`src/pkg/ext_bus_pkg.sv`:
```
// constants and types for the external bus control block
// assumes one 100 MHz clock and the core issuing one access at a time
// Behaviour
// space selects idle high; only the accessed space's select goes low
// select low interval matches the valid-address interval
// memory strobe low only during external data or program access
// io strobe low only during external io access
// read/write line high, low only during an external write
// ready low means wait one cycle and sample again
// ready is sampled only with two or more software wait states
// ready is not sampled before software wait states complete
// an outside master asserts hold request to take the bus
// on hold acknowledge, address, data and control float
// in hold, selects, strobes and read/write float
// float input low floats selects and both strobes always
// hold acknowledge shows the bus has been released
// wait marker low from first wait state until start of last
// low sixteen address lines always; upper seven only for program space
// data bus floats unless writing, and during reset or hold
// after hold ends, control lines return idle before a new access
`default_nettype none
package ext_bus_pkg;
  localparam int ADDR_W = 23;
  localparam int LOW_ADDR_W = 16;
  localparam int DATA_W = 16;
  localparam int WAIT_W = 3;
  localparam int READY_WAIT_MIN = 2;
  // which external space an access targets
  typedef enum logic [1:0] {SPACE_DATA, SPACE_PROG, SPACE_IO} space_t;
  // bus sequencer states
  typedef enum logic [2:0] {ST_IDLE, ST_WAIT, ST_READY, ST_DONE, ST_HOLD, ST_RESUME} bus_state_t;
endpackage
`default_nettype wire

```
`src/core/ext_bus_ctrl.sv`:
```
// external bus control: selects, strobes, direction, wait, hold and float
// assumes the core holds a request until o_req_ready; pins arrive asynchronous
`default_nettype none
module ext_bus_ctrl
  import ext_bus_pkg::*;
#(
  parameter int WAIT_STATES_W = WAIT_W
) (
  // clock and reset
  input wire logic i_clk,
  input wire logic i_reset,
  // core access request
  input wire logic i_req_valid,
  input wire logic [1:0] i_req_space,
  input wire logic i_req_write,
  input wire logic [ADDR_W-1:0] i_req_addr,
  input wire logic [DATA_W-1:0] i_req_wdata,
  input wire logic [WAIT_STATES_W-1:0] i_req_waits,
  output logic o_req_ready,
  // read data to the core
  output logic o_rd_valid,
  output logic [DATA_W-1:0] o_rd_data,
  input wire logic i_rd_ready,
  // external pins
  input wire logic i_ready,
  input wire logic i_hold_req_n,
  input wire logic i_float_n,
  input wire logic [DATA_W-1:0] i_data,
  output logic [DATA_W-1:0] o_data,
  output logic o_data_oe,
  output logic [ADDR_W-1:0] o_addr,
  output logic o_addr_oe,
  output logic o_data_space_sel_n,
  output logic o_program_space_sel_n,
  output logic o_io_space_sel_n,
  output logic o_memory_strobe_n,
  output logic o_io_strobe_n,
  output logic o_read_write,
  output logic o_ctrl_oe,
  output logic o_bus_release_ack_n,
  output logic o_wait_state_marker_n,
  output logic o_marker_oe
);
  // refuse a wait count that cannot reach the ready threshold
  if (WAIT_STATES_W < 2) begin : g_bad_width
    $error("wait count too narrow for ready detection");
  end

  bus_state_t state, next_state;
  logic [1:0] ready_sync, hold_sync, float_sync;
  logic [DATA_W-1:0] data_s1, data_s2;
  logic [WAIT_STATES_W-1:0] wait_cnt, waits;
  logic [1:0] space;
  logic write;
  logic [ADDR_W-1:0] addr;
  logic [DATA_W-1:0] wdata;
  logic buf_ready, cap_valid;
  logic [1:0] rd_pend;

  // two-flop synchronisers on all pin inputs
  always_ff @(posedge i_clk or posedge i_reset) begin
    if (i_reset) begin
      ready_sync <= 2'h3;
      hold_sync <= 2'h3;
      float_sync <= 2'h3;
      data_s1 <= '0;
      data_s2 <= '0;
    end else begin
      ready_sync <= {ready_sync[0], i_ready};
      hold_sync <= {hold_sync[0], i_hold_req_n};
      float_sync <= {float_sync[0], i_float_n};
      data_s1 <= i_data;
      data_s2 <= data_s1;
    end
  end
  wire ready_s = ready_sync[1];
  wire hold_s = ~hold_sync[1];
  wire float_s = ~float_sync[1];

  // sequencing decisions
  wire active = (state == ST_WAIT) || (state == ST_READY) || (state == ST_DONE);
  wire use_ready = (waits >= WAIT_STATES_W'(READY_WAIT_MIN));
  wire waits_done = (wait_cnt == '0);
  // no new access while a read word is still on its way into the buffer
  wire take = (state == ST_IDLE) && i_req_valid && !hold_s && buf_ready
    && (rd_pend == 2'h0);
  wire finish_read = (state == ST_DONE) && !write;
  wire last_wait = (state == ST_WAIT) && (wait_cnt == WAIT_STATES_W'(1));
  wire next_marker_n = !(take && (i_req_waits >= WAIT_STATES_W'(READY_WAIT_MIN)))
    && !((state == ST_WAIT) && !o_wait_state_marker_n && !last_wait);

  always_comb begin
    next_state = state;
    unique case (state)
      ST_IDLE: begin
        if (hold_s) next_state = ST_HOLD;
        else if (take) next_state = ST_WAIT;
      end
      ST_WAIT: begin
        if (waits_done) next_state = use_ready ? ST_READY : ST_DONE;
      end
      ST_READY: begin
        if (ready_s) next_state = ST_DONE;
      end
      ST_DONE: next_state = ST_IDLE;
      ST_HOLD: begin
        if (!hold_s) next_state = ST_RESUME;
      end
      ST_RESUME: next_state = ST_IDLE;
    endcase
  end
  wire next_wait = (state == ST_WAIT) && !waits_done;

  // access capture and state
  always_ff @(posedge i_clk or posedge i_reset) begin
    if (i_reset) begin
      state <= ST_IDLE;
      wait_cnt <= '0;
      waits <= '0;
      space <= 2'h0;
      write <= 1'b0;
      addr <= '0;
      wdata <= '0;
      rd_pend <= 2'h0;
    end else begin
      state <= next_state;
      rd_pend <= {rd_pend[0], finish_read};
      if (take) begin
        wait_cnt <= i_req_waits;
        waits <= i_req_waits;
        space <= i_req_space;
        write <= i_req_write;
        addr <= (i_req_space == SPACE_PROG) ? i_req_addr
          : {{(ADDR_W-LOW_ADDR_W){1'b0}}, i_req_addr[LOW_ADDR_W-1:0]};
        wdata <= i_req_wdata;
      end else if (next_wait) begin
        wait_cnt <= wait_cnt - WAIT_STATES_W'(1);
      end
    end
  end

  // registered pin outputs
  wire next_act = (next_state == ST_WAIT) || (next_state == ST_READY)
    || (next_state == ST_DONE);
  wire [1:0] next_space = take ? i_req_space : space;
  wire next_wr = take ? i_req_write : write;
  wire next_hold = (next_state == ST_HOLD);
  always_ff @(posedge i_clk or posedge i_reset) begin
    if (i_reset) begin
      o_data_space_sel_n <= 1'b1;
      o_program_space_sel_n <= 1'b1;
      o_io_space_sel_n <= 1'b1;
      o_memory_strobe_n <= 1'b1;
      o_io_strobe_n <= 1'b1;
      o_read_write <= 1'b1;
      o_ctrl_oe <= 1'b0;
      o_addr_oe <= 1'b0;
      o_data_oe <= 1'b0;
      o_data <= '0;
      o_addr <= '0;
      o_bus_release_ack_n <= 1'b1;
      o_wait_state_marker_n <= 1'b1;
      o_marker_oe <= 1'b0;
      o_req_ready <= 1'b0;
    end else begin
      o_data_space_sel_n <= !(next_act && next_space == SPACE_DATA);
      o_program_space_sel_n <= !(next_act && next_space == SPACE_PROG);
      o_io_space_sel_n <= !(next_act && next_space == SPACE_IO);
      o_memory_strobe_n <= !(next_act && next_space != SPACE_IO);
      o_io_strobe_n <= !(next_act && next_space == SPACE_IO);
      o_read_write <= !(next_act && next_wr);
      o_ctrl_oe <= !next_hold && !float_s;
      o_addr_oe <= !next_hold && !float_s;
      o_data_oe <= next_act && next_wr && !next_hold && !float_s;
      o_data <= take ? i_req_wdata : wdata;
      o_addr <= take ? (i_req_space == SPACE_PROG ? i_req_addr
        : {{(ADDR_W-LOW_ADDR_W){1'b0}}, i_req_addr[LOW_ADDR_W-1:0]}) : addr;
      o_bus_release_ack_n <= !next_hold;
      o_wait_state_marker_n <= next_marker_n;
      o_marker_oe <= !float_s;
      o_req_ready <= take;
    end
  end

  // word sampled at the done edge leaves the second data flop two edges later
  assign cap_valid = rd_pend[1];
  ext_bus_skid #(.WIDTH(DATA_W)) u_skid (
    .i_clk(i_clk),
    .i_reset(i_reset),
    .i_valid(cap_valid),
    .i_data(data_s2),
    .o_ready(buf_ready),
    .o_valid(o_rd_valid),
    .o_data(o_rd_data),
    .i_ready(i_rd_ready)
  );
endmodule
`default_nettype wire

```
`src/core/ext_bus_skid.sv`:
```
// two-entry buffer carrying read data from the bus to the core
// assumes one clock; source and sink follow valid/ready
`default_nettype none
module ext_bus_skid
  import ext_bus_pkg::*;
#(
  parameter int WIDTH = DATA_W
) (
  // clock and reset
  input wire logic i_clk,
  input wire logic i_reset,
  // fill side
  input wire logic i_valid,
  input wire logic [WIDTH-1:0] i_data,
  output logic o_ready,
  // drain side
  output logic o_valid,
  output logic [WIDTH-1:0] o_data,
  input wire logic i_ready
);
  // refuse an empty word
  if (WIDTH < 1) begin : g_bad_width
    $error("buffer width must be at least one bit");
  end
  logic [WIDTH-1:0] spare;
  logic spare_valid;
  // output word plus one spare, so a stalled sink loses nothing
  always_ff @(posedge i_clk or posedge i_reset) begin
    if (i_reset) begin
      o_valid <= 1'b0;
      o_data <= '0;
      spare_valid <= 1'b0;
      spare <= '0;
    end else if (spare_valid) begin
      if (i_ready) begin
        o_data <= spare;
        spare_valid <= 1'b0;
      end
    end else if (!o_valid || i_ready) begin
      o_valid <= i_valid;
      if (i_valid) o_data <= i_data;
    end else if (i_valid) begin
      spare <= i_data;
      spare_valid <= 1'b1;
    end
  end
  // room while the spare is empty; outputs come straight from flops
  assign o_ready = !spare_valid;
endmodule
`default_nettype wire

```
`config.mk`:
```
export PLATFORM = sky130hd
export DESIGN_NAME = ext_bus_ctrl
export DESIGN_NICKNAME = d
export VERILOG_FILES = /design/src/pkg/ext_bus_pkg.sv /design/src/core/ext_bus_ctrl.sv /design/src/core/ext_bus_skid.sv
export SDC_FILE = /design/constraint.sdc
export NUM_CORES = 1
export LEC_CHECK = 0
export BUFFER_PORTS_ARGS = -buffer_cell sky130_fd_sc_hd__buf_2
export CORE_ASPECT_RATIO = 1.25
export CORE_MARGIN = 5
export CORE_UTILIZATION = 40
export DETAILED_ROUTE_END_ITERATION = 10
export PLACE_DENSITY = 0.69
export SKIP_CTS_REPAIR_TIMING = 1
export SLEW_MARGIN = 25
export SYNTH_ARGS = -nofsm -noshare
export SYNTH_HDL_FRONTEND = slang
export SYNTH_SLANG_ARGS = --single-unit
```
`constraint.sdc`:
```
create_clock -name i_clk -period 7 [get_ports i_clk]
set_clock_uncertainty 0.1 [all_clocks]
set_input_delay 0 -clock i_clk [delete_from_list [all_inputs] [get_ports i_clk]]
set_output_delay 0 -clock i_clk [all_outputs]
set_load 0.02 [all_outputs]
```
Yosys cells after proc, flatten, opt, wreduce, memory -nomap -nowiden
Index checks and enable logic that the tools add are counted.
Storage, ports and cells
  output and inout bits: 69
  bits in registers: 136
  input bits: 68
Operators by class
  bitwise logic cells: 2
  muxes and demuxes: 22
  equal/unequal tests: 15
  $lt $le $gt $ge: 2
  add/subtract/negate cells: 1
  reduce and logical (&&, ||, !) cells: 47
Operators with widths (count)
  two-way mux 16 bit: 5
  two-way mux 23 bit: 2
  two-way mux 3 bit: 7
  logical AND 1 bit: 19
  case mux 3 bit (5 select lines): 1
  zero test 1 bit: 14
  == test 3 x 2 -> 1 bit, second input constant: 4
  == test 3 x 1 -> 1 bit, second input constant: 3
  == test 3 bit, second input constant: 3
  greater-or-equal comparator 3 x 2 -> 1 bit, second input constant: 2
  zero test 3 bit: 2
  two-way mux 1 bit: 6
  AND reduction 3 bit: 2
  nonzero test 2 bit: 3
  == test 2 x 1 -> 1 bit, second input constant: 2
  zero test 2 bit: 2
  != test 2 bit, second input constant: 2
  logical OR 1 bit: 3
  subtractor 3 x 1 -> 3 bit, second input constant: 1
  == test 2 bit, second input constant: 1
  two-way mux 2 bit: 1
  inverter 1 bit: 2
  AND reduction 2 bit: 1
  OR reduction 2 bit: 1

Depth between registers and ports, before layout
Gate-level depths: netlist (run 1).
  depth in word-level cells: 14
  mapped depth: 7

By module
From an unflattened synthesis (run 1), not the netlist that was laid out.
Unflattened totals
  cells, all modules: 405
  area total of the unflattened synthesis: 5074.9 µm²
By module, submodules not included
  ext_bus_ctrl: sequential area each 2543.7 µm², area an instance 3528.4 µm², instances 1, cells each 308
  ext_bus_skid: sequential area each 850.8 µm², area an instance 1546.5 µm², instances 1, cells each 97

Least setup slack after synthesis (run 1)
No wires, ideal clock.
  kind: register -> register
  start point: register u_skid.spare_valid
  end point: register u_skid.spare[0]
  stages on the path, launching flop included: 5
  arrival: 1.467 ns
  clock period less this slack: 1.692 ns
  slack: 5.308 ns
  data required time: 6.775 ns
  setup time: 0.125 ns
  cell sequence: dfrtp_1 > buf_2 > nor4b_4 > buf_6 > mux2_4
On the way
  word-level cells in the longest chain between the ends: 2
RTL lines
  from (decl): RTL line ext_bus_skid.sv:26  | logic spare_valid;
  from (signal assigned): RTL line ext_bus_skid.sv:32  | spare_valid <= 1'b0;
  from (signal assigned): RTL line ext_bus_skid.sv:37  | spare_valid <= 1'b0;
  from (signal assigned): RTL line ext_bus_skid.sv:44  | spare_valid <= 1'b1;
  inverter 1 bit (no source line)
  AND reduction 3 bit (no source line)
  to (signal assigned): RTL line ext_bus_skid.sv:43  | spare <= i_data;
  to (decl): RTL line ext_bus_skid.sv:25  | logic [WIDTH-1:0] spare;
No other way between the ends.
A chain may end at the register's enable or synchronous reset.

Worst setup path after layout (run 1)
  start point: register u_skid.spare_valid
  end point: register o_addr[6]
On the way
  word-level cells in the longest chain between the ends: 3
RTL lines
  zero test 1 bit: RTL line ext_bus_skid.sv:48  | assign o_ready = !spare_valid;
  logical AND 1 bit: RTL line ext_bus_ctrl.sv:85  | wire take = (state == ST_IDLE) && i_req_valid && !hold_s && buf_ready
  logical AND 1 bit: RTL line ext_bus_ctrl.sv:86  | && (rd_pend == 2'h0);
  to (signal assigned): RTL line ext_bus_ctrl.sv:176  | o_addr <= take ? (i_req_space == SPACE_PROG ? i_req_addr
  to (decl): RTL line ext_bus_ctrl.sv:31  | output logic [ADDR_W-1:0] o_addr,
No other way between the ends.

==> results of run 1 <==
worst max path at each step:
stage                                             from                      to  slack (ps)  depth (start not counted)
after global placement    u_skid.spare_valid$_DFF_PP0_  o_data[15]$_DFFE_PP0P_        4170                          3
after detailed placement  u_skid.spare_valid$_DFF_PP0_   o_addr[6]$_DFFE_PP0P_        4380                          3
after floorplan                                i_reset    data_s1[0]$_DFF_PP0_        3310                          1
after global routing      u_skid.spare_valid$_DFF_PP0_   o_addr[6]$_DFFE_PP0P_        4220                          3
after CTS                 u_skid.spare_valid$_DFF_PP0_   o_addr[4]$_DFFE_PP0P_        4370                          3
final                     u_skid.spare_valid$_DFF_PP0_   o_addr[6]$_DFFE_PP0P_        4400                          3
stage by stage:
| stage | hold WS, ps | total power, mW | setup slack, ps |
|---|---|---|---|
| 2_1_floorplan | -95.5 | 1.80 | 3310 |
| 3_3_place_gp | -7.75 | 2.06 | 4170 |
| 3_5_place_dp | 1.27 | 2.09 | 4380 |
| 4_1_cts | -438 | 3.03 | 4370 |
| 5_1_grt | 126 | 3.20 | 4220 |
| 6_report | 119 | 3.04 | 4400 |
sequential cells by signal, summed over array words and instances, names as in the netlist, 3 cells and up:
register and cells:
u_skid.spare 16, u_skid.o_data 16, wait_cnt 3, state 3, o_data 16, data_s2 16, data_s1 16, o_addr 23
cells by family (layout without fill, tap and decap cells):
kind of cell	Yosys count	count (layout)
other cells	0	1
mux	69	69
buf+inv	30	251
simple gates	71	71
fa+ha+maj	3	3
flops	135	135
compound gates	53	53
xor+xnor	2	2
report_power, final:
group | total [mW] | leakage [nW] | internal, mW | switching (mW)
logic | 0.955 | 1.64 | 0.430 | 0.526
clock network | 0.918 | 0.292 | 0.589 | 0.329
registers | 1.16 | 1.64 | 1.02 | 0.148
total | 3.04 | 3.57 | 2.04 | 1.00
critical path: cells and delay by family (launching register included):
kind | cells | cell delay, ps
simple gates | 2 | 1090
flops | 1 | 640
mux | 1 | 590
cells in the final DEF (no fill, tap or decap), types with 7 or more instances in the layout:
cell type      count
mux2_2             7
mux2_4            46
nand2_1           35
clkbuf_16         17
a21oi_1           12
dfrtp_1          121
buf_2            136
o21ai_1            7
mux2i_1           16
dlygate4sd3_1     72
inv_1              8
nor2_1            12
dfstp_2           13
o21ai_0           23
per-layer routing:
metal	up-vias	GRT usage
li1	1661	-
met1	1743	0.178
met2	93	0.239
met3	18	0.0400
met4	0	0.0635
met5	-	0
area by class of cell:
class | count | area [sq um]
tap | 168 | 210
sequential | 135 | 3400
timing repair buffer | 210 | 1420
inverter | 10 | 42.5
antenna | 1 | 2.50
fill | 1052 | 5430
clock buffer | 21 | 470
clock inverter | 10 | 144
multi-input combinational | 198 | 1670
==> results.md, run 1 <==
Outcome:
- The run finished with clean final reports.

Critical path:
- Of all nets on the critical path, the largest fanout is 58.
- The critical path goes through nor2_1 -> nand3_4 -> mux2_4.
- The launch instance of the worst register-to-register path is u_skid.spare_valid$_DFF_PP0_.
- The largest stage delay on the critical path is 750 ps.
- The category of the worst setup path capture point is a flop.
- The reg-to-reg critical path endpoint is o_addr[6]$_DFFE_PP0P_.
- The nature of the critical path startpoint is a flop.
- Data on the critical path is required at its endpoint by 7190 ps.
- The arrival time at the worst endpoint is 2790 ps.
- Measured in cells, the most critical reg-to-reg path has a length of 3.
- The critical path is of the reg2reg type.
- The cell type of the slowest stage on the worst timing path is nand3_4.
- In this run the register-to-register setup slack is 4400 ps.

Floorplan:
- The die height is 138 microns.
- The number of standard-cell rows in the floorplan is between 40 and 50.
- The top-level I/O count is 137.
- The horizontal die dimension is 112 microns.
- The overall die area is 15,500 sq um.
- The initial utilization of the core area, before any placement, comes to 0.409.
- The region available for standard cell placement spans roughly 13,000 sq um.

Placement:
- Detailed placement ended at an HPWL of 7.50 mm.
- The post-detailed-placement cell area is around 6000 sq um.
- The weighted congestion reported at the end of routability-driven placement is 0.697.
- The cell count after placement is 649.
- The number of buffer cells added on primary ports is 136.

Timing:
- Setup repair after global routing left no endpoint under its margin.
- After routing, the total negative slack on setup checks comes to 0 ps.
- The total setup violations reported at the end of the flow is 0.
- Measured against its own limit, the worst slew margin works out to 0.341.
- The max-slew violation count is 0.
- After layout, the minimum clock period comes to 2600 ps.
- The count of endpoints failing hold in the final timing report is 0.
- In the finished design, the share of the clock period the worst path needs comes to 0.372.
- For the pin with the worst max-slew slack, the measured transition is 988 ps.
- Timing would allow up to 384 MHz.

Yosys:
- The largest family of logic cells by synthesized area is multiplexers.
- The post-synthesis cell type with the largest combined area is dfrtp_1.
- For this run, the leading register cell type out of synthesis is dfrtp_1.
- Sorting the synthesized cells by area gives the leading types as dfrtp_1 (58%), mux2_4 (13%), dfstp_2 (6.5%).
- The sequential fraction of the synthesis area is 0.650.
- The mux cell area share after synthesis is 0.178.
- The register bit total from synthesis is 135.
- The mean post-synth cell area is 14.4 sq um.
- The post-synthesis instance area is between 5000 and 6000 sq um.
- The share of synthesized area in the top cell type comes to 0.584.
- The post-synthesis cell type count is 46.
- The adder-cell area share of the yosys netlist is 0.00718.
- The xor and xnor area share after synthesis is 0.00335.
- The synthesized design contains 0 enable-type register cells.
- The most numerous cell in the Yosys netlist is dfrtp_1.
- The share of synthesized flip-flops with an asynchronous set or reset is 1.00.
- The synthesized-area fraction occupied by ao, oa, aoi and oai cells is 0.0567.
- The count of synthesis-stage warnings from yosys is 0.
- Of the total synthesized cell area, the portion taken by AND, OR, NAND and NOR gates is 0.0709.
- The post-synth net total is about 430.
- The synthesized instance count is 363.
- Ranked by instance count, the synthesized netlist is headed by dfrtp_1 (122), mux2_4 (46), nand2_1 (35).

Clock tree:
- The worst-case clock buffer depth is 2.
- Clock tree synthesis inserted a total of 17 buffers.
- The root cell of the clock tree is clkbuf_16.
- For the worst-skew pair, the clock arrives at the later sink with an insertion delay of between 400 and 500 ps.
- The maximum level of the CTS H-tree is 4.
- The number of sinks driven by the clock tree is 135.
- TritonCTS built the clock tree.
- Clock-pin slew was measured on the worst setup and hold paths at 60 ps.

Finish:
- The post-route non-filler standard cell count is 753.
- The share of cells above drive strength 1 is 0.418.
- The final layout contains 643 nets.
- Once layout is complete, the utilization of the core stands at 0.575.
- The final design instance area without fill is roughly 7400 sq um.
- From synthesis to final layout, the design area changed by 40.7%.

Worst hold path:
- The path category of the worst min-delay check is in2async.

Route:
- In the routed layout, each cell is associated on average with a via count of 4.67.
- In the detailed route, the total length drawn on met2 is about 6.3 mm.
- The count of nets left with antenna violations once routing finished came out at 0.
- The final layout contains routed wiring with a total length of 12.0 mm.
- For this block, wires on met1 add up to 4.93 mm.
- The highest routed metal layer is met4.
- After detailed routing, the met3 layer carries 467 microns of wire.
- The number of DRC markers after the initial detailed-route iteration is 228.
- For this run, design rule violations remaining after detail routing come to 0.
- Dividing the detail-routed wire length by the instance count gives 15.9 microns.
- The first TritonRoute pass finished after 4 iterations.
- Summing over every cut layer, the via total after detailed routing is 3,515.

GRT:
- After global routing the overflow that remains totals 0.
- The number of antenna violations at the first check in global routing is 0.
- The via count of the first global-routing pass is 3,471.
- Entering global routing, the biggest net connects 76 pins.
- For this run, the total global-route usage over all layers was measured as 0.144.
- The wire length of the first global-routing pass is between 15 and 20 mm.

Pwr:
- Summed over all cells, the static leakage comes to roughly 3.6 nW.
- Across the VDD grid, the largest voltage drop is roughly 170 uV.
- The ratio of total power to cell area is 413 nW/um^2.

Flow run:
- The max capacitance violation total is 0.
(Power assumes the default switching activity.)
==> inputs of run 2 (changes only) <==
==> constraint.sdc (replaced) <==
create_clock -name i_clk -period 2.5 [get_ports i_clk]
set_clock_uncertainty 0.1 [all_clocks]
set_input_delay 0 -clock i_clk [delete_from_list [all_inputs] [get_ports i_clk]]
set_output_delay 0 -clock i_clk [all_outputs]
set_load 0.02 [all_outputs]
==> results.md, run 2 (synthesized netlist as in run 1, its figures left out) <==
Finish:
- The share of cells above drive strength 1 is 0.414 (was 0.418).
- The net count of the finished layout was 648 (was 643).
- The area of the multi-input gates is 1660 sq um (was 1670 sq um).
- The register containing the most flip-flops in the final layout is o_addr (unchanged).
- The flip-flop count of the largest register after layout is 23 (unchanged).
- The sequential cell area is 3390 sq um (was 3400 sq um).
- The area growth from synthesis to layout is 40.9% (was 40.7%).
- The final standard cell utilization of the core is 0.576 (was 0.575).
- Highest-count cells in the layout ignoring fill and taps: buf_2 (136), dfrtp_1 (122), dlygate4sd3_1 (73) (was buf_2 (136), dfrtp_1 (121), dlygate4sd3_1 (72)).
- The number of filler cells placed in the layout is 1,022 (was 1,052).
- The post-route non-filler standard cell count was 761 (was 753).
- The commonest non-fill, non-tap cell in the layout is buf_2 (unchanged).

Clock tree:
- The clock transition time at the flip-flop clock pins of the worst setup and hold paths is 60 ps (about the same).
- The CTS tree is built (unchanged).
- The number of buffers created by CTS is 17 (unchanged).
- The clock insertion delay at the later pin of the skew report came to 410 ps (about the same).
- The worst-case clock buffer depth came to 2 (unchanged).
- The maximum level of the CTS H-tree is 4 (unchanged).
- The root cell of the clock tree is clkbuf_16 (unchanged).
- The number of sinks driven by the clock tree was 135 (unchanged).

Placement:
- The HPWL reported at the end of detailed placement is 7.53 mm (was 7.50 mm).
- The weighted congestion reported at the end of routability-driven placement is 0.799 (was 0.697).
- The number of buffer cells added on primary ports came to 136 (unchanged).
- The worst setup slack before clock tree synthesis is 471 ps (was 4380 ps).
- The cell count after placement is 653 (was 649).

Critical path:
- The required time at the worst-slack endpoint is 2690 ps (was 7190 ps).
- The nature of the critical path startpoint is a flop (unchanged).
- The arrival time at the worst endpoint is 2230 ps (was 2790 ps).
- The worst setup path category is reg2reg (unchanged).
- The category of the worst setup path capture point is a flop (unchanged).
- The biggest fanout along the worst timing path is 25 (was 58).

Pwr:
- The leakage power came to 3.58 nW (was 3.57 nW).
- The ratio of total power to cell area came to 1130 nW/um^2 (was 413 nW/um^2).
- The fraction of power spent switching nets is 0.331 (was 0.330).
- The total power is 8.33 mW (was 3.04 mW).
- The largest voltage drop on the vdd net is 497 uV (was 170 uV).
- The fraction of power consumed by sequential logic is 0.391 (was 0.383).
- The switching power summed over all nets is 2.76 mW (was 1.00 mW).
- The power share of the clock group is 0.287 (was 0.302).
- The combinational group share of total power is 0.323 (was 0.315).
- The internal power consumption was 5.57 mW (was 2.04 mW).

Floorplan:
- The number of standard-cell rows in the floorplan came to 46 (unchanged).
- The top-level I/O count is 137 (unchanged).
- The horizontal die dimension came to 112 microns (unchanged).
- The effective utilization at floorplan is 0.409 (unchanged).
- The overall die area came to 15,500 sq um (unchanged).
- The die height is 138 microns (unchanged).
- The placeable core region is 12,800 sq um (unchanged).

Route:
- The detail-routed net length per standard cell was 15.7 microns (was 15.9 microns).
- The number of DRC markers after the initial detailed-route iteration came to 229 (was 228).
- The sum of routed wire length over all layers is 12.0 mm (about the same).
- The DRC violation count after routing is 0 (unchanged).
- The overall via count from detail_route is 3,549 (was 3,515).
- The residual antenna-violating net count after detailed routing is 0 (unchanged).
- The average vias per placed instance is 4.66 (was 4.67).
- The number of detailed-route iterations in the first pass is 4 (unchanged).

Timing:
- The setup slack after layout is 458 ps (was 4400 ps).
- The part of the cycle the worst path needs is 0.817 (was 0.372).
- The count of endpoints failing hold in the final timing report was 0 (unchanged).
- The maximum achievable frequency is 490 MHz (was 384 MHz).
- The worst-case headroom to the max-slew limit came to 0.496 (was 0.341).
- Setup repair after global routing missed its margin: false (unchanged).
- The post-route setup TNS was 0 ps (unchanged).
- The transition at the pin with the smallest max-transition slack came to 755 ps (was 988 ps).
- The final critical-path required period is 2040 ps (was 2600 ps).
- The max-slew violation count is 0 (unchanged).
- The total setup violations reported at the end of the flow came to 0 (unchanged).

GRT:
- The largest net degree at the start of global routing was 136 (was 76).
- The number of antenna violations at the first check in global routing is 0 (unchanged).
- The via count of the first global-routing pass is 3,375 (was 3,471).
- The total congestion overflow after global routing is 0 (unchanged).
- The total global-route track usage came to 0.144 (about the same).
- The wire length of the first global-routing pass came to 17.4 mm (was 17.5 mm).

Flow run:
- The max capacitance violation total was 0 (unchanged).

Outcome:
- Status: completed (unchanged).

Worst hold path:
- The path category of the worst min-delay check was in2reg (was in2async).
==> run 2: cell count changes in the layout (fill, tap and decap cells not counted), moves of 2 or more <==
cell,previous run,this run
clkbuf_1,1,5
buf_4,1,4
inv_6,3,0
buf_12,0,2
clkinv_2,1,3
diode_2,1,3
==> run 2: power by group through the flow <==
stage          registers [mW]  clock network (mW)  logic, mW
3_3_place_gp             3.25                   0       2.54
2_1_floorplan            3.80                   0       1.24
6_report                 3.25                2.39       2.69
3_5_place_dp             3.27                   0       2.61
4_1_cts                  3.25                2.45       2.61
5_1_grt                  3.33                2.57       2.89
==> run 2: cell type report <==
type	instances	share of cell area
antenna	3	0.00102
inverter	10	0.00561
timing repair buffer	215	0.201
sequential	135	0.461
multi-input combinational	198	0.225
clock buffer	24	0.0641
tap	168	0.0285
clock inverter	8	0.0134
==> run 2: final timing paths <==
path | to | from | slack, ps | cells past startpoint
max in group asynchronous | wait_cnt[2]$_DFFE_PP0P_ | i_reset | 1520 | 4
min in group asynchronous | data_s2[12]$_DFF_PP0_ | i_reset | 230 | 4
hold reg to reg | data_s2[12]$_DFF_PP0_ | data_s1[12]$_DFF_PP0_ | 250 | 0
setup reg to reg | o_data[6]$_DFFE_PP0P_ | state[2]$_DFF_PP0_ | 460 | 4
hold / removal | data_s1[11]$_DFF_PP0_ | i_data[11] | 130 | 2
setup / recovery | o_data[6]$_DFFE_PP0P_ | state[2]$_DFF_PP0_ | 460 | 4
==> run 2: critical path, cell delays in order, from the launching register on <==
cell and delay, ps:
dfrtp_1 490, nor2_1 350, nand3_4 340, buf_12 310, mux2_4 320
==> run 2: per-layer routing <==
metal,wire (microns),vias to the layer above,share of wire,track usage
li1,-,1672,-,-
met1,4930,1750,0.41,0.181
met2,6150,107,0.51,0.230
met3,662,20,0.055,0.0510
met4,215,0,0.018,0.0574
met5,0,-,0,0
==> run 2: metrics by stage <==
step                      area (sq um)  hold slack, ps
after CTS                         6630            -430
after global routing              7360             120
after floorplan                   5230           -95.5
after detailed placement          6050            9.44
final                             7360             134
after global placement            6050            8.30
